==> src/hdl/codec_regs.svh <==
// Notes on behaviour
// - Float pin low, when so selected, releases every receive-side output.
// - A configuration input stops transmit enable from echoing onto carrier.
// - At 100 Mbps each host nibble becomes its 5-bit data code group.
// - First two preamble nibbles are replaced by start pair 11000, 10001.
// - Every 100 Mbps frame ends with the end pair 01101 then 00111.
// - Between frames at 100 Mbps the idle group 11111 is sent continuously.
// - Transmit error during a 100 Mbps frame sends halt in place of that nibble.
// - Received data code groups are turned back into their nibbles.
// - Undefined received code groups deliver nibble 0000.
// - A received start pair is delivered as two 0101 nibbles.
// - A received end pair is delivered as two 0000 nibbles.
// - Start, end and code errors raise sticky status bits and rx_er; idle inside a frame sets the end bit without rx_er.
// - At 10 Mbps each bit goes out inverted half first, true half second.
// - At 10 Mbps a start of idle pulse ends each frame; idle stays unencoded.
// - At 10 Mbps bi-phase halves become plain bits; idle pulse removed.
// - Bypass passes host 5-bit words unaltered; five-bit mode selects it at 100 Mbps only.
// - Bypass passes received words unaltered; carrier follows link pass.
// - Five-bit mode: error pins carry bit four, enable ignored, col invalid.
// - Receive clock follows transmit clock until lock, then recovered clock.
// - Received serial bits are assembled into words at recovered bit rate.
// - 10 Mbps nibble clock is 4 bits; no received preamble nibble is dropped.
// - Scramble transmitted groups at 100 Mbps only.
`ifndef CODEC_REGS_SVH
`define CODEC_REGS_SVH
`define SYM_IDLE 5'h1F
`define SYM_SSD1 5'h18
`define SYM_SSD2 5'h11
`define SYM_ESD1 5'h0D
`define SYM_ESD2 5'h07
`define SYM_HALT 5'h04
`define NIB_SSD 4'h5
`define NIB_ESD 4'h0
`define NIB_BAD 4'h0
`define SCR_SEED 11'h7FF
`define TX_SREG_RST 8'hF8
`define GRP_LAST 3'h4
`define HALF_LAST 3'h7
`define SOI_HALVES_DEF 4
`endif

==> src/hdl/codec_pkg.sv <==
package codec_pkg;
  typedef enum logic [6:0] {
    TX_IDLE = 7'b0000001,
    TX_J    = 7'b0000010,
    TX_K    = 7'b0000100,
    TX_DATA = 7'b0001000,
    TX_T    = 7'b0010000,
    TX_R    = 7'b0100000,
    TX_SOI  = 7'b1000000
  } tx_state_e;
  typedef enum logic [2:0] {
    RX_IDLE = 3'b001,
    RX_DATA = 3'b010,
    RX_DONE = 3'b100
  } rx_state_e;
endpackage : codec_pkg

==> src/hdl/bit_sync.sv <==
`timescale 1ns/100ps
module bit_sync #(
  parameter int W = 1
) (
  input wire logic clk,
  input wire logic rst_n,
  input wire logic [W-1:0] d,
  output logic [W-1:0] q
);
  logic [W-1:0] meta_r;
  // The first stage feeds only the second, never any other logic.
  for (genvar i = 0; i < W; i++) begin : g_bit
    always_ff @(posedge clk or negedge rst_n) begin
      if (!rst_n) begin
        meta_r[i] <= 1'b0;
        q[i] <= 1'b0;
      end else begin
        meta_r[i] <= d[i];
        q[i] <= meta_r[i];
      end
    end
  end
endmodule : bit_sync

==> src/hdl/fast_ethernet_symbol_codec.sv <==
`timescale 1ns/100ps
`include "codec_regs.svh"
module fast_ethernet_symbol_codec #(
  parameter int SOI_HALVES = `SOI_HALVES_DEF
) (
  // Clock and reset.
  input wire logic clk,
  input wire logic rst_n,
  // Configuration and status.
  input wire logic speed_100,
  input wire logic five_bit_host_mode,
  input wire logic transmit_carrier_echo_off,
  input wire logic float_pin_select,
  input wire logic status_clr,
  output logic ssd_err_r,
  output logic esd_err_r,
  output logic code_err_r,
  // Line side.
  input wire logic line_clk,
  input wire logic rx_line_bit,
  input wire logic rx_locked,
  input wire logic link_pass,
  output logic tx_line_r,
  output logic tx_drive_r,
  // Host side.
  input wire logic [3:0] txd,
  input wire logic tx_en,
  input wire logic tx_er,
  input wire logic receive_float_or_jam_pin,
  output logic tx_clk,
  output logic rx_clk,
  output logic [3:0] rxd_r,
  output logic rx_dv_r,
  output logic rx_er_r,
  output logic crs,
  output logic col,
  output logic rx_oe
);
  if (SOI_HALVES < 1 || SOI_HALVES > 8) begin : g_bad_soi
    $error("SOI_HALVES must lie between 1 and 8");
  end

  function automatic logic [4:0] enc(input logic [3:0] n);
    logic [4:0] c;
    c = 5'h1E;
    case (n)
      4'h0: c = 5'h1E;
      4'h1: c = 5'h09;
      4'h2: c = 5'h14;
      4'h3: c = 5'h15;
      4'h4: c = 5'h0A;
      4'h5: c = 5'h0B;
      4'h6: c = 5'h0E;
      4'h7: c = 5'h0F;
      4'h8: c = 5'h12;
      4'h9: c = 5'h13;
      4'hA: c = 5'h16;
      4'hB: c = 5'h17;
      4'hC: c = 5'h1A;
      4'hD: c = 5'h1B;
      4'hE: c = 5'h1C;
      default: c = 5'h1D;
    endcase
    return c;
  endfunction : enc

  // Returns a valid flag above the nibble; undefined groups give 0000.
  function automatic logic [4:0] dec(input logic [4:0] c);
    logic [4:0] r;
    r = {1'b0, `NIB_BAD};
    for (int i = 0; i < 16; i++) begin
      if (enc(4'(i)) == c) begin
        r = {1'b1, 4'(i)};
      end
    end
    return r;
  endfunction : dec

  // Host tx inputs, line clock and line status all come from other domains.
  logic [11:0] sync_q;
  logic lclk_s, rxbit_s, lock_s, link_s, txen_s, txer_s, pin_s;
  logic [3:0] txd_s;
  bit_sync #(.W(12)) u_sync (
    .clk(clk),
    .rst_n(rst_n),
    .d({line_clk, rx_line_bit, rx_locked, link_pass, tx_en, tx_er,
        receive_float_or_jam_pin, txd, 1'b0}),
    .q(sync_q)
  );
  assign {lclk_s, rxbit_s, lock_s, link_s, txen_s, txer_s, pin_s, txd_s} =
    sync_q[11:1];

  logic lclk_d_r;
  logic bit_tick;
  logic bypass;
  logic [2:0] last_cnt;
  assign bit_tick = lclk_s & ~lclk_d_r;
  assign bypass = five_bit_host_mode & speed_100;
  assign last_cnt = speed_100 ? `GRP_LAST : `HALF_LAST;

  // Transmit path.
  codec_pkg::tx_state_e tx_st_r, tx_st_nxt;
  logic [2:0] tcnt_r, tcnt_nxt;
  logic [7:0] sreg_r, sreg_nxt, dmask_r, dmask_nxt;
  logic [10:0] lfsr_r, lfsr_nxt;
  logic [4:0] code_r, code_nxt;
  logic tx_line_nxt, tx_drive_nxt, fb, nib_tick;
  assign fb = lfsr_r[10] ^ lfsr_r[8];
  assign nib_tick = bit_tick && tcnt_r == last_cnt;

  always_comb begin
    tx_st_nxt = tx_st_r;
    tcnt_nxt = tcnt_r;
    sreg_nxt = sreg_r;
    dmask_nxt = dmask_r;
    lfsr_nxt = lfsr_r;
    code_nxt = code_r;
    tx_line_nxt = tx_line_r;
    tx_drive_nxt = tx_drive_r;
    if (bit_tick) begin
      // Scramble only at 100 Mbps; 10 Mbps halves go out as they are.
      tx_line_nxt = sreg_r[7] ^ (fb & speed_100);
      tx_drive_nxt = dmask_r[7];
      if (speed_100) begin
        lfsr_nxt = {lfsr_r[9:0], fb};
      end
      sreg_nxt = {sreg_r[6:0], 1'b0};
      dmask_nxt = {dmask_r[6:0], 1'b0};
      tcnt_nxt = tcnt_r + 3'h1;
      if (tcnt_r == last_cnt) begin
        tcnt_nxt = 3'h0;
        if (bypass) begin
          code_nxt = {txer_s, txd_s};
          tx_st_nxt = codec_pkg::TX_IDLE;
        end else if (speed_100) begin
          case (tx_st_r)
            codec_pkg::TX_IDLE: begin
              code_nxt = `SYM_IDLE;
              if (txen_s) begin
                code_nxt = `SYM_SSD1;
                tx_st_nxt = codec_pkg::TX_J;
              end
            end
            codec_pkg::TX_J: begin
              code_nxt = `SYM_SSD2;
              tx_st_nxt = codec_pkg::TX_K;
            end
            codec_pkg::TX_K, codec_pkg::TX_DATA: begin
              if (txen_s) begin
                code_nxt = txer_s ? `SYM_HALT : enc(txd_s);
                tx_st_nxt = codec_pkg::TX_DATA;
              end else begin
                code_nxt = `SYM_ESD1;
                tx_st_nxt = codec_pkg::TX_T;
              end
            end
            codec_pkg::TX_T: begin
              code_nxt = `SYM_ESD2;
              tx_st_nxt = codec_pkg::TX_R;
            end
            default: begin
              code_nxt = `SYM_IDLE;
              tx_st_nxt = codec_pkg::TX_IDLE;
            end
          endcase
        end
        if (speed_100) begin
          sreg_nxt = {code_nxt, 3'h0};
          dmask_nxt = 8'hFF;
        end else begin
          // Idle carries no encoded data; link pulses come from elsewhere.
          dmask_nxt = 8'h00;
          sreg_nxt = 8'h00;
          if (txen_s) begin
            tx_st_nxt = codec_pkg::TX_DATA;
            dmask_nxt = 8'hFF;
            for (int b = 0; b < 4; b++) begin
              sreg_nxt[7-2*b] = ~txd_s[b];
              sreg_nxt[6-2*b] = txd_s[b];
            end
          end else if (tx_st_r == codec_pkg::TX_DATA) begin
            tx_st_nxt = codec_pkg::TX_SOI;
            sreg_nxt = 8'hFF;
            dmask_nxt = 8'hFF << (8 - SOI_HALVES);
          end else begin
            tx_st_nxt = codec_pkg::TX_IDLE;
          end
        end
      end
    end
  end

  always_ff @(posedge clk or negedge rst_n) begin
    if (!rst_n) begin
      lclk_d_r <= 1'b0;
      tx_st_r <= codec_pkg::TX_IDLE;
      tcnt_r <= 3'h0;
      sreg_r <= `TX_SREG_RST;
      dmask_r <= 8'h00;
      lfsr_r <= `SCR_SEED;
      code_r <= `SYM_IDLE;
      tx_line_r <= 1'b0;
      tx_drive_r <= 1'b0;
    end else begin
      lclk_d_r <= lclk_s;
      tx_st_r <= tx_st_nxt;
      tcnt_r <= tcnt_nxt;
      sreg_r <= sreg_nxt;
      dmask_r <= dmask_nxt;
      lfsr_r <= lfsr_nxt;
      code_r <= code_nxt;
      tx_line_r <= tx_line_nxt;
      tx_drive_r <= tx_drive_nxt;
    end
  end

  // Receive path.
  codec_pkg::rx_state_e rx_st_r, rx_st_nxt;
  logic [2:0] rcnt_r, rcnt_nxt;
  logic [7:0] rsh_r, rsh_nxt;
  logic [4:0] prev_r, prev_nxt, cur, dp;
  logic prev_v_r, prev_v_nxt, pend_r, pend_nxt, pend_end_r, pend_end_nxt;
  logic [3:0] pend_val_r, pend_val_nxt, rxd_nxt, nib10;
  logic rx_dv_nxt, rx_er_nxt, viol, set_ssd, set_esd, set_code;

  always_comb begin
    rx_st_nxt = rx_st_r;
    rcnt_nxt = rcnt_r;
    rsh_nxt = rsh_r;
    prev_nxt = prev_r;
    prev_v_nxt = prev_v_r;
    pend_nxt = pend_r;
    pend_end_nxt = pend_end_r;
    pend_val_nxt = pend_val_r;
    rxd_nxt = rxd_r;
    rx_dv_nxt = rx_dv_r;
    rx_er_nxt = rx_er_r;
    set_ssd = 1'b0;
    set_esd = 1'b0;
    set_code = 1'b0;
    cur = rsh_nxt[4:0];
    dp = dec(prev_r);
    viol = 1'b0;
    nib10 = 4'h0;
    if (!lock_s) begin
      rx_st_nxt = codec_pkg::RX_IDLE;
      rcnt_nxt = 3'h0;
      prev_v_nxt = 1'b0;
      pend_nxt = 1'b0;
      rxd_nxt = 4'h0;
      rx_dv_nxt = 1'b0;
      rx_er_nxt = 1'b0;
    end else if (bit_tick) begin
      rsh_nxt = {rsh_r[6:0], rxbit_s};
      cur = rsh_nxt[4:0];
      rcnt_nxt = rcnt_r + 3'h1;
      if (rcnt_r == last_cnt) begin
        rcnt_nxt = 3'h0;
        rxd_nxt = 4'h0;
        rx_dv_nxt = 1'b0;
        rx_er_nxt = 1'b0;
        if (bypass) begin
          {rx_er_nxt, rxd_nxt} = cur;
        end else if (speed_100) begin
          // One group of look-ahead decides each delimiter pair.
          prev_nxt = cur;
          prev_v_nxt = 1'b1;
          if (!prev_v_r) begin
            rx_st_nxt = codec_pkg::RX_IDLE;
          end else if (pend_r) begin
            pend_nxt = 1'b0;
            rxd_nxt = pend_val_r;
            rx_dv_nxt = 1'b1;
            if (pend_end_r) begin
              rx_st_nxt = codec_pkg::RX_IDLE;
            end
          end else if (rx_st_r == codec_pkg::RX_IDLE) begin
            if (prev_r == `SYM_SSD1) begin
              if (cur == `SYM_SSD2) begin
                rxd_nxt = `NIB_SSD;
                rx_dv_nxt = 1'b1;
                pend_nxt = 1'b1;
                pend_val_nxt = `NIB_SSD;
                pend_end_nxt = 1'b0;
                rx_st_nxt = codec_pkg::RX_DATA;
              end else begin
                rx_er_nxt = 1'b1;
                set_ssd = 1'b1;
              end
            end
          end else if (prev_r == `SYM_ESD1) begin
            rx_dv_nxt = 1'b1;
            rxd_nxt = `NIB_ESD;
            if (cur == `SYM_ESD2) begin
              pend_nxt = 1'b1;
              pend_val_nxt = `NIB_ESD;
              pend_end_nxt = 1'b1;
            end else begin
              rx_er_nxt = 1'b1;
              set_esd = 1'b1;
              rx_st_nxt = codec_pkg::RX_IDLE;
            end
          end else if (prev_r == `SYM_IDLE) begin
            // Idle inside a frame means the end pair was lost.
            set_esd = 1'b1;
            rx_st_nxt = codec_pkg::RX_IDLE;
          end else begin
            rx_dv_nxt = 1'b1;
            rxd_nxt = dp[3:0];
            if (!dp[4]) begin
              rx_er_nxt = 1'b1;
              set_code = 1'b1;
            end
          end
        end else begin
          // A pair of equal halves is the start of idle pulse, not data.
          for (int b = 0; b < 4; b++) begin
            nib10[b] = rsh_nxt[6-2*b];
            viol = viol | (rsh_nxt[7-2*b] == rsh_nxt[6-2*b]);
          end
          if (rx_st_r != codec_pkg::RX_DONE) begin
            if (viol) begin
              rx_st_nxt = codec_pkg::RX_DONE;
            end else begin
              rx_st_nxt = codec_pkg::RX_DATA;
              rx_dv_nxt = 1'b1;
              rxd_nxt = nib10;
            end
          end
        end
      end
    end
  end

  always_ff @(posedge clk or negedge rst_n) begin
    if (!rst_n) begin
      rx_st_r <= codec_pkg::RX_IDLE;
      rcnt_r <= 3'h0;
      rsh_r <= 8'h00;
      prev_r <= `SYM_IDLE;
      prev_v_r <= 1'b0;
      pend_r <= 1'b0;
      pend_end_r <= 1'b0;
      pend_val_r <= 4'h0;
      rxd_r <= 4'h0;
      rx_dv_r <= 1'b0;
      rx_er_r <= 1'b0;
      ssd_err_r <= 1'b0;
      esd_err_r <= 1'b0;
      code_err_r <= 1'b0;
    end else begin
      rx_st_r <= rx_st_nxt;
      rcnt_r <= rcnt_nxt;
      rsh_r <= rsh_nxt;
      prev_r <= prev_nxt;
      prev_v_r <= prev_v_nxt;
      pend_r <= pend_nxt;
      pend_end_r <= pend_end_nxt;
      pend_val_r <= pend_val_nxt;
      rxd_r <= rxd_nxt;
      rx_dv_r <= rx_dv_nxt;
      rx_er_r <= rx_er_nxt;
      // A new error in the clearing cycle still sets its bit.
      ssd_err_r <= set_ssd | (ssd_err_r & ~status_clr);
      esd_err_r <= set_esd | (esd_err_r & ~status_clr);
      code_err_r <= set_code | (code_err_r & ~status_clr);
    end
  end

  logic tx_busy, rx_busy;
  assign tx_busy = tx_st_r != codec_pkg::TX_IDLE;
  assign rx_busy = rx_dv_r | (rx_st_r == codec_pkg::RX_DATA);
  assign tx_clk = tcnt_r < 3'(2 + !speed_100 * 2);
  assign rx_clk = lock_s ? (rcnt_r < 3'(2 + !speed_100 * 2)) : tx_clk;
  assign crs = bypass ? link_s
             : (rx_busy | (tx_busy & ~transmit_carrier_echo_off));
  assign col = ~bypass & tx_busy & rx_busy;
  assign rx_oe = ~(float_pin_select & ~pin_s);
endmodule : fast_ethernet_symbol_codec

==> config.mk <==
export PLATFORM = sky130hd
export DESIGN_NAME = fast_ethernet_symbol_codec
export DESIGN_NICKNAME = d
export VERILOG_FILES = /design/src/hdl/codec_pkg.sv /design/src/hdl/bit_sync.sv /design/src/hdl/fast_ethernet_symbol_codec.sv
export VERILOG_INCLUDE_DIRS = /design/src /design/src/hdl
export SDC_FILE = /design/constraint.sdc
export NUM_CORES = 1
export LEC_CHECK = 0
export ABC_CLOCK_PERIOD_IN_PS = 2080
export BUFFER_PORTS_ARGS = -buffer_cell sky130_fd_sc_hd__buf_4
export CELL_PAD_IN_SITES_DETAIL_PLACEMENT = 2
export CELL_PAD_IN_SITES_GLOBAL_PLACEMENT = 2
export CORE_MARGIN = 3
export CORE_UTILIZATION = 35
export DETAILED_ROUTE_END_ITERATION = 6
export HOLD_SLACK_MARGIN = 0.02
export PLACE_DENSITY = 0.85
export SLEW_MARGIN = 20
export SYNTH_ARGS = -nofsm -noshare
export SYNTH_HDL_FRONTEND = slang
export SYNTH_SLANG_ARGS = --single-unit
==> constraint.sdc <==
create_clock -name clk -period 2.08 [get_ports clk]
set_input_delay 0.312 -clock clk [delete_from_list [all_inputs] [get_ports clk]]
set_output_delay 0.312 -clock clk [all_outputs]
set_load 0.005 [all_outputs]
==> results.md, run 1 <==
- Status: complete, but fails checks
- Failing checks: setup timing
- Worst IR drop on VDD: 0.4695 mV
- Count of different cell masters after synthesis: 67
- Initial antenna violation count: 0
- Routed WL per cell: 21.62 um
- Min-Delay Path Class: in -> reg
- Sequential cell area fraction in the yosys report: 0.5023
- Proportion of synthesized flip-flops having asynchronous set or reset: 1.000
- Post-detailed-placement half-perimeter wirelength: 10.10 mm
- Maximum clock rate: 455.5 MHz
- Data arrival time at the worst-slack endpoint: 1.88 ns
- Critical-path maximum fanout: 3
- First-pass GRT wire length: 24.61 mm
- Tmin final: 2.196 ns
- Synth top area cells: sky130_fd_sc_hd__dfrtp_1 (37%), sky130_fd_sc_hd__dfstp_2 (13%), sky130_fd_sc_hd__o21ai_0 (5.5%), sky130_fd_sc_hd__nand2_1 (4.6%), sky130_fd_sc_hd__mux2_2 (4.1%)
- Number of endpoints with negative hold slack in the final report: 0
- Later-pin clock latency in the skew report: 0.35 ns
- Gpl congestion: 0.8458
- RSZ-0062 raised after global routing: yes
- Total Die Area: 0.01483 sq mm
- 1st-pass router iterations: 4
- Endpoint type of the worst setup path: output pin
- Fraction of post-synthesis cell area in the top cell type by area: 0.3734
- Die width: 121.8 um
- Most common library cells after synthesis: sky130_fd_sc_hd__dfrtp_1 (70), sky130_fd_sc_hd__nand2_1 (57), sky130_fd_sc_hd__o21ai_0 (52)
- Slew margin rel.: 0.5841
- Post-synthesis sequential element count: 93
- Total inserted antenna cells: 0
- Vias per inst: 5.616
- Final worst path period share: 1.056
- Clock Sinks: 93
- Number of max-cap violations: 0
- Post-route DRC: 0
- Overall via count from detail_route: 4027
- GRT Util Overall: 0.2146
- Number of levels the H-tree was split into: 3
- CORE AREA: 0.01288 sq mm
- Root Buffer: sky130_fd_sc_hd__clkbuf_16
- Setup crit start kind: register
- Critical path class: reg -> out
- I/O Buffers: 33
- GRT overflow: 0
- Number of setup violations in the final report: 2
- Total Power Consumption: 5.271 mW
- Final ANT Viol Nets: 0
- Initial cell density of the core: 0.3643
- Mapped Avg Cell Area: 9.813 sq um
- Total Routed Length: 15.50 mm
- Number of buffers added by the clock tree synthesis step: 9
- Count of flip-flops with a built-in enable after synthesis: 0
- Main synth FF type: sky130_fd_sc_hd__dfrtp_1
- Largest area contributor in the synthesized netlist: sky130_fd_sc_hd__dfrtp_1
- TritonCTS clock tree: built
- Die height: 121.8 um
- Number of DRC markers after the initial detailed-route iteration: 313
- Largest net degree at the start of global routing: 35
- Worst-case setup slack after placement: -0.1578 ns
- Worst Max-Slew Pin Slew: 0.6225 ns
- Data required, critical path: 1.77 ns
- Maximum buffer depth of the clock tree: 2
- Final Slew Violations: 0
- Leakage dissipation: 2.465 nW
- Clock-pin slew on the worst setup and hold paths: 0.07 ns
- Total power per unit cell area: 911.3 mW/mm^2
- Syn Std Cell Area: 0.004691 sq mm
- Top Ports: 34
- Core Rows: 41
- Count leader, synth: sky130_fd_sc_hd__dfrtp_1
- Share of layout cells above drive strength 1: 0.3119
- Final Net Count: 568
- Ys Warns: 0
- Cell count after synthesis: 478
- Via count of the first global-routing pass: 4473
- Synthesized netlist net count: 506
- Final setup slack of the worst path: -0.1156 ns
- Worst clock skew: 0.008332 ns
- Post-synthesis to final-layout area growth: 23.31%
## layer usage
metal,up-vias,share of wire,track usage
li1,1818,-,-
met1,2082,0.44,0.2825
met2,100,0.50,0.3557
met3,27,0.042,0.03018
met4,0,0.024,0.09034
met5,-,0,0
## logic make-up (layout without fill, tap and decap cells)
| kind of cell | after synthesis | after routing | synth area share |
|---|---|---|---|
| AOI/OAI and AO/OA | 127 | 127 | 0.1763 |
| xor gates and xnor gates | 11 | 11 | 0.02054 |
| adders and majority gates | 10 | 10 | 0.02667 |
| buffers and inverters | 49 | 116 | 0.04294 |
| DFF | 93 | 93 | 0.5023 |
| muxes | 18 | 18 | 0.04294 |
| and+or+nand+nor | 170 | 170 | 0.1883 |
## worst max-delay path, cell delays in order (launching register included)
cell and delay (ns):
sky130_fd_sc_hd__dfrtp_1 0.43, sky130_fd_sc_hd__or4b_4 0.59, sky130_fd_sc_hd__nor2_4 0.12, sky130_fd_sc_hd__o211ai_1 0.10
sky130_fd_sc_hd__o21a_1 0.15, sky130_fd_sc_hd__buf_4 0.13
## layout make-up
cell class	instances	area [sq um]
fillers	1338	7092
flip-flops and latches	93	2359
multi-input cells	336	2236
repair buffers	83	641.9
clock buffers	11	232.7
well taps	172	215.2
inverters	17	63.81
clock inverters	5	36.28
## power breakdown
| part | total [mW] | switching (mW) | internal (mW) | leakage [nW] |
|---|---|---|---|---|
| clock network | 1.57 | 0.755 | 0.817 | 0.134 |
| logic | 1.39 | 0.774 | 0.614 | 1.20 |
| registers | 2.31 | 0.209 | 2.10 | 1.14 |
## worst paths after layout
| kind | from | to | slack (ns) | cells after the start |
|---|---|---|---|---|
| setup / recovery | tx_st_r[1] | crs | -0.12 | 5 |
| hold / removal | tx_en | u_sync.meta_r[7] | 0.06 | 1 |
| hold reg to reg | u_sync.meta_r[6] | u_sync.q[6] | 0.35 | 0 |
| setup reg to reg | rx_st_r[0] | pend_r | 0.03 | 5 |
| max in group asynchronous | rst_n | prev_r[0] | 0.94 | 3 |
| min in group asynchronous | rst_n | tx_st_r[2] | 0.45 | 2 |
## stage by stage
step                setup TNS [ns]  cells  hold slack, ns  utilization  cell area (sq um)
floorplan                        0    478         0.01641            -               4691
detailed placement         -0.8320    690          0.3009       0.4133               5321
finish                     -0.1817    717         0.06246       0.4492               5784
global placement                 0    690          0.2942       0.4133               5321
global route               -0.5668    717         0.04874       0.4492               5784
CTS                        -0.1896    710         0.05136       0.4399               5664
## layout by cell type, fill, tap and decap left out, drive strengths merged, types with 8 or more instances in the layout
cell type,Yosys,final
nor2b,8,8
o211ai,9,9
o31ai,10,10
nor2,25,25
buf,10,82
o21ai,52,52
xnor2,9,9
dfrtp,70,70
ha,10,10
a21oi,16,16
clkbuf,22,11
mux2,17,17
nand2,57,57
nor3,17,17
dfstp,23,23
nand2b,10,10
nand3,18,18
inv,17,18
## state kept, by name, summed over array words and instances, names as in the netlist, 3 cells and up
signal	count
tx_st_r	7
rx_st_r	3
u_sync.meta_r	11
lfsr_r	11
rxd_r	4
prev_r	5
u_sync.q	11
tcnt_r	3
rcnt_r	3
sreg_r	8
dmask_r	8
rsh_r	7
## repair_timing
item | in CTS | in global routing
endpoints found under the setup margin | 13 | 30
endpoints found under the hold margin | 25 | 0
pin swaps | 0 | 5
resized for setup | 10 | 20
cloned | 0 | 0
hold buffers | 1 | 0
buffers inserted | 3 | 7
(Power assumes the default switching activity.)
==> run 2, diff against run 1 <==
--- a/config.mk
+++ b/config.mk
@@ -10,7 +10,7 @@
 export BUFFER_PORTS_ARGS = -buffer_cell sky130_fd_sc_hd__buf_4
 export CELL_PAD_IN_SITES_DETAIL_PLACEMENT = 2
 export CELL_PAD_IN_SITES_GLOBAL_PLACEMENT = 2
-export CORE_MARGIN = 3
+export CORE_MARGIN = 5
 export CORE_UTILIZATION = 35
 export DETAILED_ROUTE_END_ITERATION = 6
 export HOLD_SLACK_MARGIN = 0.02
==> run 2 against run 1 <==
The flow still finishes with violations (setup timing). Register-to-register slack lost 0.11 ns. Sequential share of layout area shrank 1.3 points. Non-clock buffer count grew 6. Global-route usage grew 0.20 points. Clock skew shrank 0.00080 ns. Setup slack gained 0.0023 ns. Maximum frequency grew 0.10%. Critical path type unchanged. Largest cell class unchanged.
==> results.md, run 2 (synthesized netlist as in run 1, its figures left out) <==
- # fillers: 1371
- Total inserted antenna cells: 0
- Overall via count from detail_route: 4126
- Total Die Area: 0.01582 sq mm
- Number of setup violations in the final report: 6
- GRT overflow: 0
- RSZ-0062 raised after global routing: yes
- Largest net degree at the start of global routing: 46
- Final Slew Violations: 0
- Met1 wire length: 7.468 mm
- Total Power Consumption: 5.688 mW
- Tmin final: 2.193 ns
- Min-Delay Path Class: in -> reg
- Final setup slack of the worst path: -0.1134 ns
- Die width: 125.8 um
- I/O Buffers: 33
- Post-detailed-placement half-perimeter wirelength: 10.65 mm
- Routed WL per cell: 23.35 um
- Share of layout cells above drive strength 1: 0.3225
- First-pass GRT wire length: 26.83 mm
- Slew margin rel.: 0.5566
- Setup crit start kind: register
- Number of buffers added by the clock tree synthesis step: 9
- Data arrival time at the worst-slack endpoint: 1.88 ns
- Clock Sinks: 93
- Worst Max-Slew Pin Slew: 0.6651 ns
- Post-route DRC: 0
- GRT Util Overall: 0.2167
- DR WL met3: 522 um
- Worst hold slack across all endpoints: 0.05475 ns
- Failing checks: setup timing
- Maximum clock rate: 455.9 MHz
- Setup TNS: -0.3654 ns
- Top Ports: 34
- Routed wire length on met2: 8.504 mm
- Final standard cell utilization of the core: 0.4523
- Root Buffer: sky130_fd_sc_hd__clkbuf_16
- Worst IR drop on VDD: 0.5011 mV
- Critical-path maximum fanout: 2
- 1st-pass router iterations: 4
- Gpl congestion: 0.9014
- Total power per unit cell area: 953.4 mW/mm^2
- Worst clock skew: 0.007530 ns
- Via count of the first global-routing pass: 4683
- Number of levels the H-tree was split into: 3
- Maximum buffer depth of the clock tree: 2
- Most common library cell in the layout ignoring fill and taps: sky130_fd_sc_hd__buf_4
- Final worst path period share: 1.054
- Final ANT Viol Nets: 0
- Number of endpoints with negative hold slack in the final report: 0
- TritonCTS clock tree: built
- Vias per inst: 5.668
- Number of DRC markers after the initial detailed-route iteration: 292
- Final Net Count: 575
- Largest registers: lfsr_r (11), u_sync.meta_r (11), u_sync.q (11)
- Endpoint type of the worst setup path: output pin
- Critical path class: reg -> out
- Post-synthesis to final-layout area growth: 27.18%
- Clock-pin slew on the worst setup and hold paths: 0.07 ns
- Status: complete, but fails checks
- Most frequent cells in the layout: sky130_fd_sc_hd__buf_4 (83), sky130_fd_sc_hd__dfrtp_1 (70), sky130_fd_sc_hd__nand2_1 (56)
- Number of max-cap violations: 0
- Leakage dissipation: 2.540 nW
- Initial antenna violation count: 0
- Worst setup slack for register-to-register paths: -0.08 ns
- Later-pin clock latency in the skew report: 0.36 ns
- Highest routing layer actually used: met4
- Total Routed Length: 17.00 mm
- CORE AREA: 0.01319 sq mm
- Die height: 125.8 um
- Initial cell density of the core: 0.3556
- Core Rows: 42
- Data required, critical path: 1.77 ns
run 2: cell count changes in the layout (fill, tap and decap cells not counted), sizes merged:
cell / previous run / this run
buf: 82 / 88
o311ai: 2 / 3
clkinv: 4 / 0
clkbuf: 11 / 12
inv: 18 / 20
bufinv: 0 / 1
run 2: cell type report:
| cell class | instances | area (sq um) | share of cell area |
|---|---|---|---|
| flip-flops and latches | 93 | 2356 | 0.3949 |
| multi-input cells | 337 | 2298 | 0.3853 |
| repair buffers | 89 | 691.9 | 0.1160 |
| clock buffers | 12 | 279.0 | 0.04677 |
| well taps | 176 | 220.2 | 0.03691 |
| inverters | 17 | 63.81 | 0.01070 |
| clock inverters | 4 | 56.30 | 0.009438 |
run 2: layer usage:
layer,up-vias,track usage
met5,-,0
met4,0,0.1060
met3,31,0.03429
met2,99,0.3593
met1,2152,0.2765
li1,1844,-
run 2: metrics by stage:
step,std cells,worst slack (ns),cell area [sq um]
6_report,728,-0.1134,5966
3_3_place_gp,695,0.03411,5334
3_5_place_dp,695,-0.1714,5334
4_1_cts,723,-0.1150,5824
5_1_grt,728,-0.1397,5966
2_1_floorplan,478,0.09529,4691
run 2: final timing paths:
check / from / end / depth (start not counted)
worst max-delay path: tx_st_r[0] / crs / 5
worst min-delay path: txd[3] / u_sync.meta_r[4] / 1
worst max register to register: prev_r[0] / pend_val_r[0] / 5
worst min register to register: u_sync.meta_r[1] / u_sync.q[1] / 0
max in group asynchronous: rst_n / prev_r[1] / 3
min in group asynchronous: rst_n / u_sync.meta_r[5] / 2
run 2: what timing repair did:
item                                    4_1_cts  5_1_grt
setup buffers                                 9        5
gates resized for setup                      13       23
hold endpoints to repair                     26        0
hold buffers                                  1        0
pin swaps                                     4        7
endpoints found under the setup margin       18       29
cloned                                        2        0
run 2: power breakdown:
group	leakage [nW]	switching (mW)	internal, mW	total, mW
clock	0.164	0.783	1.09	1.88
combinational	1.24	0.860	0.641	1.50
sequential	1.14	0.208	2.10	2.31
run 2: worst max-delay path: stages (launching register included):
cell,delay (ns)
sky130_fd_sc_hd__dfstp_2,0.56
sky130_fd_sc_hd__or4b_4,0.49
sky130_fd_sc_hd__nor2_4,0.11
sky130_fd_sc_hd__o211ai_1,0.09
sky130_fd_sc_hd__o21a_1,0.16
sky130_fd_sc_hd__buf_6,0.12
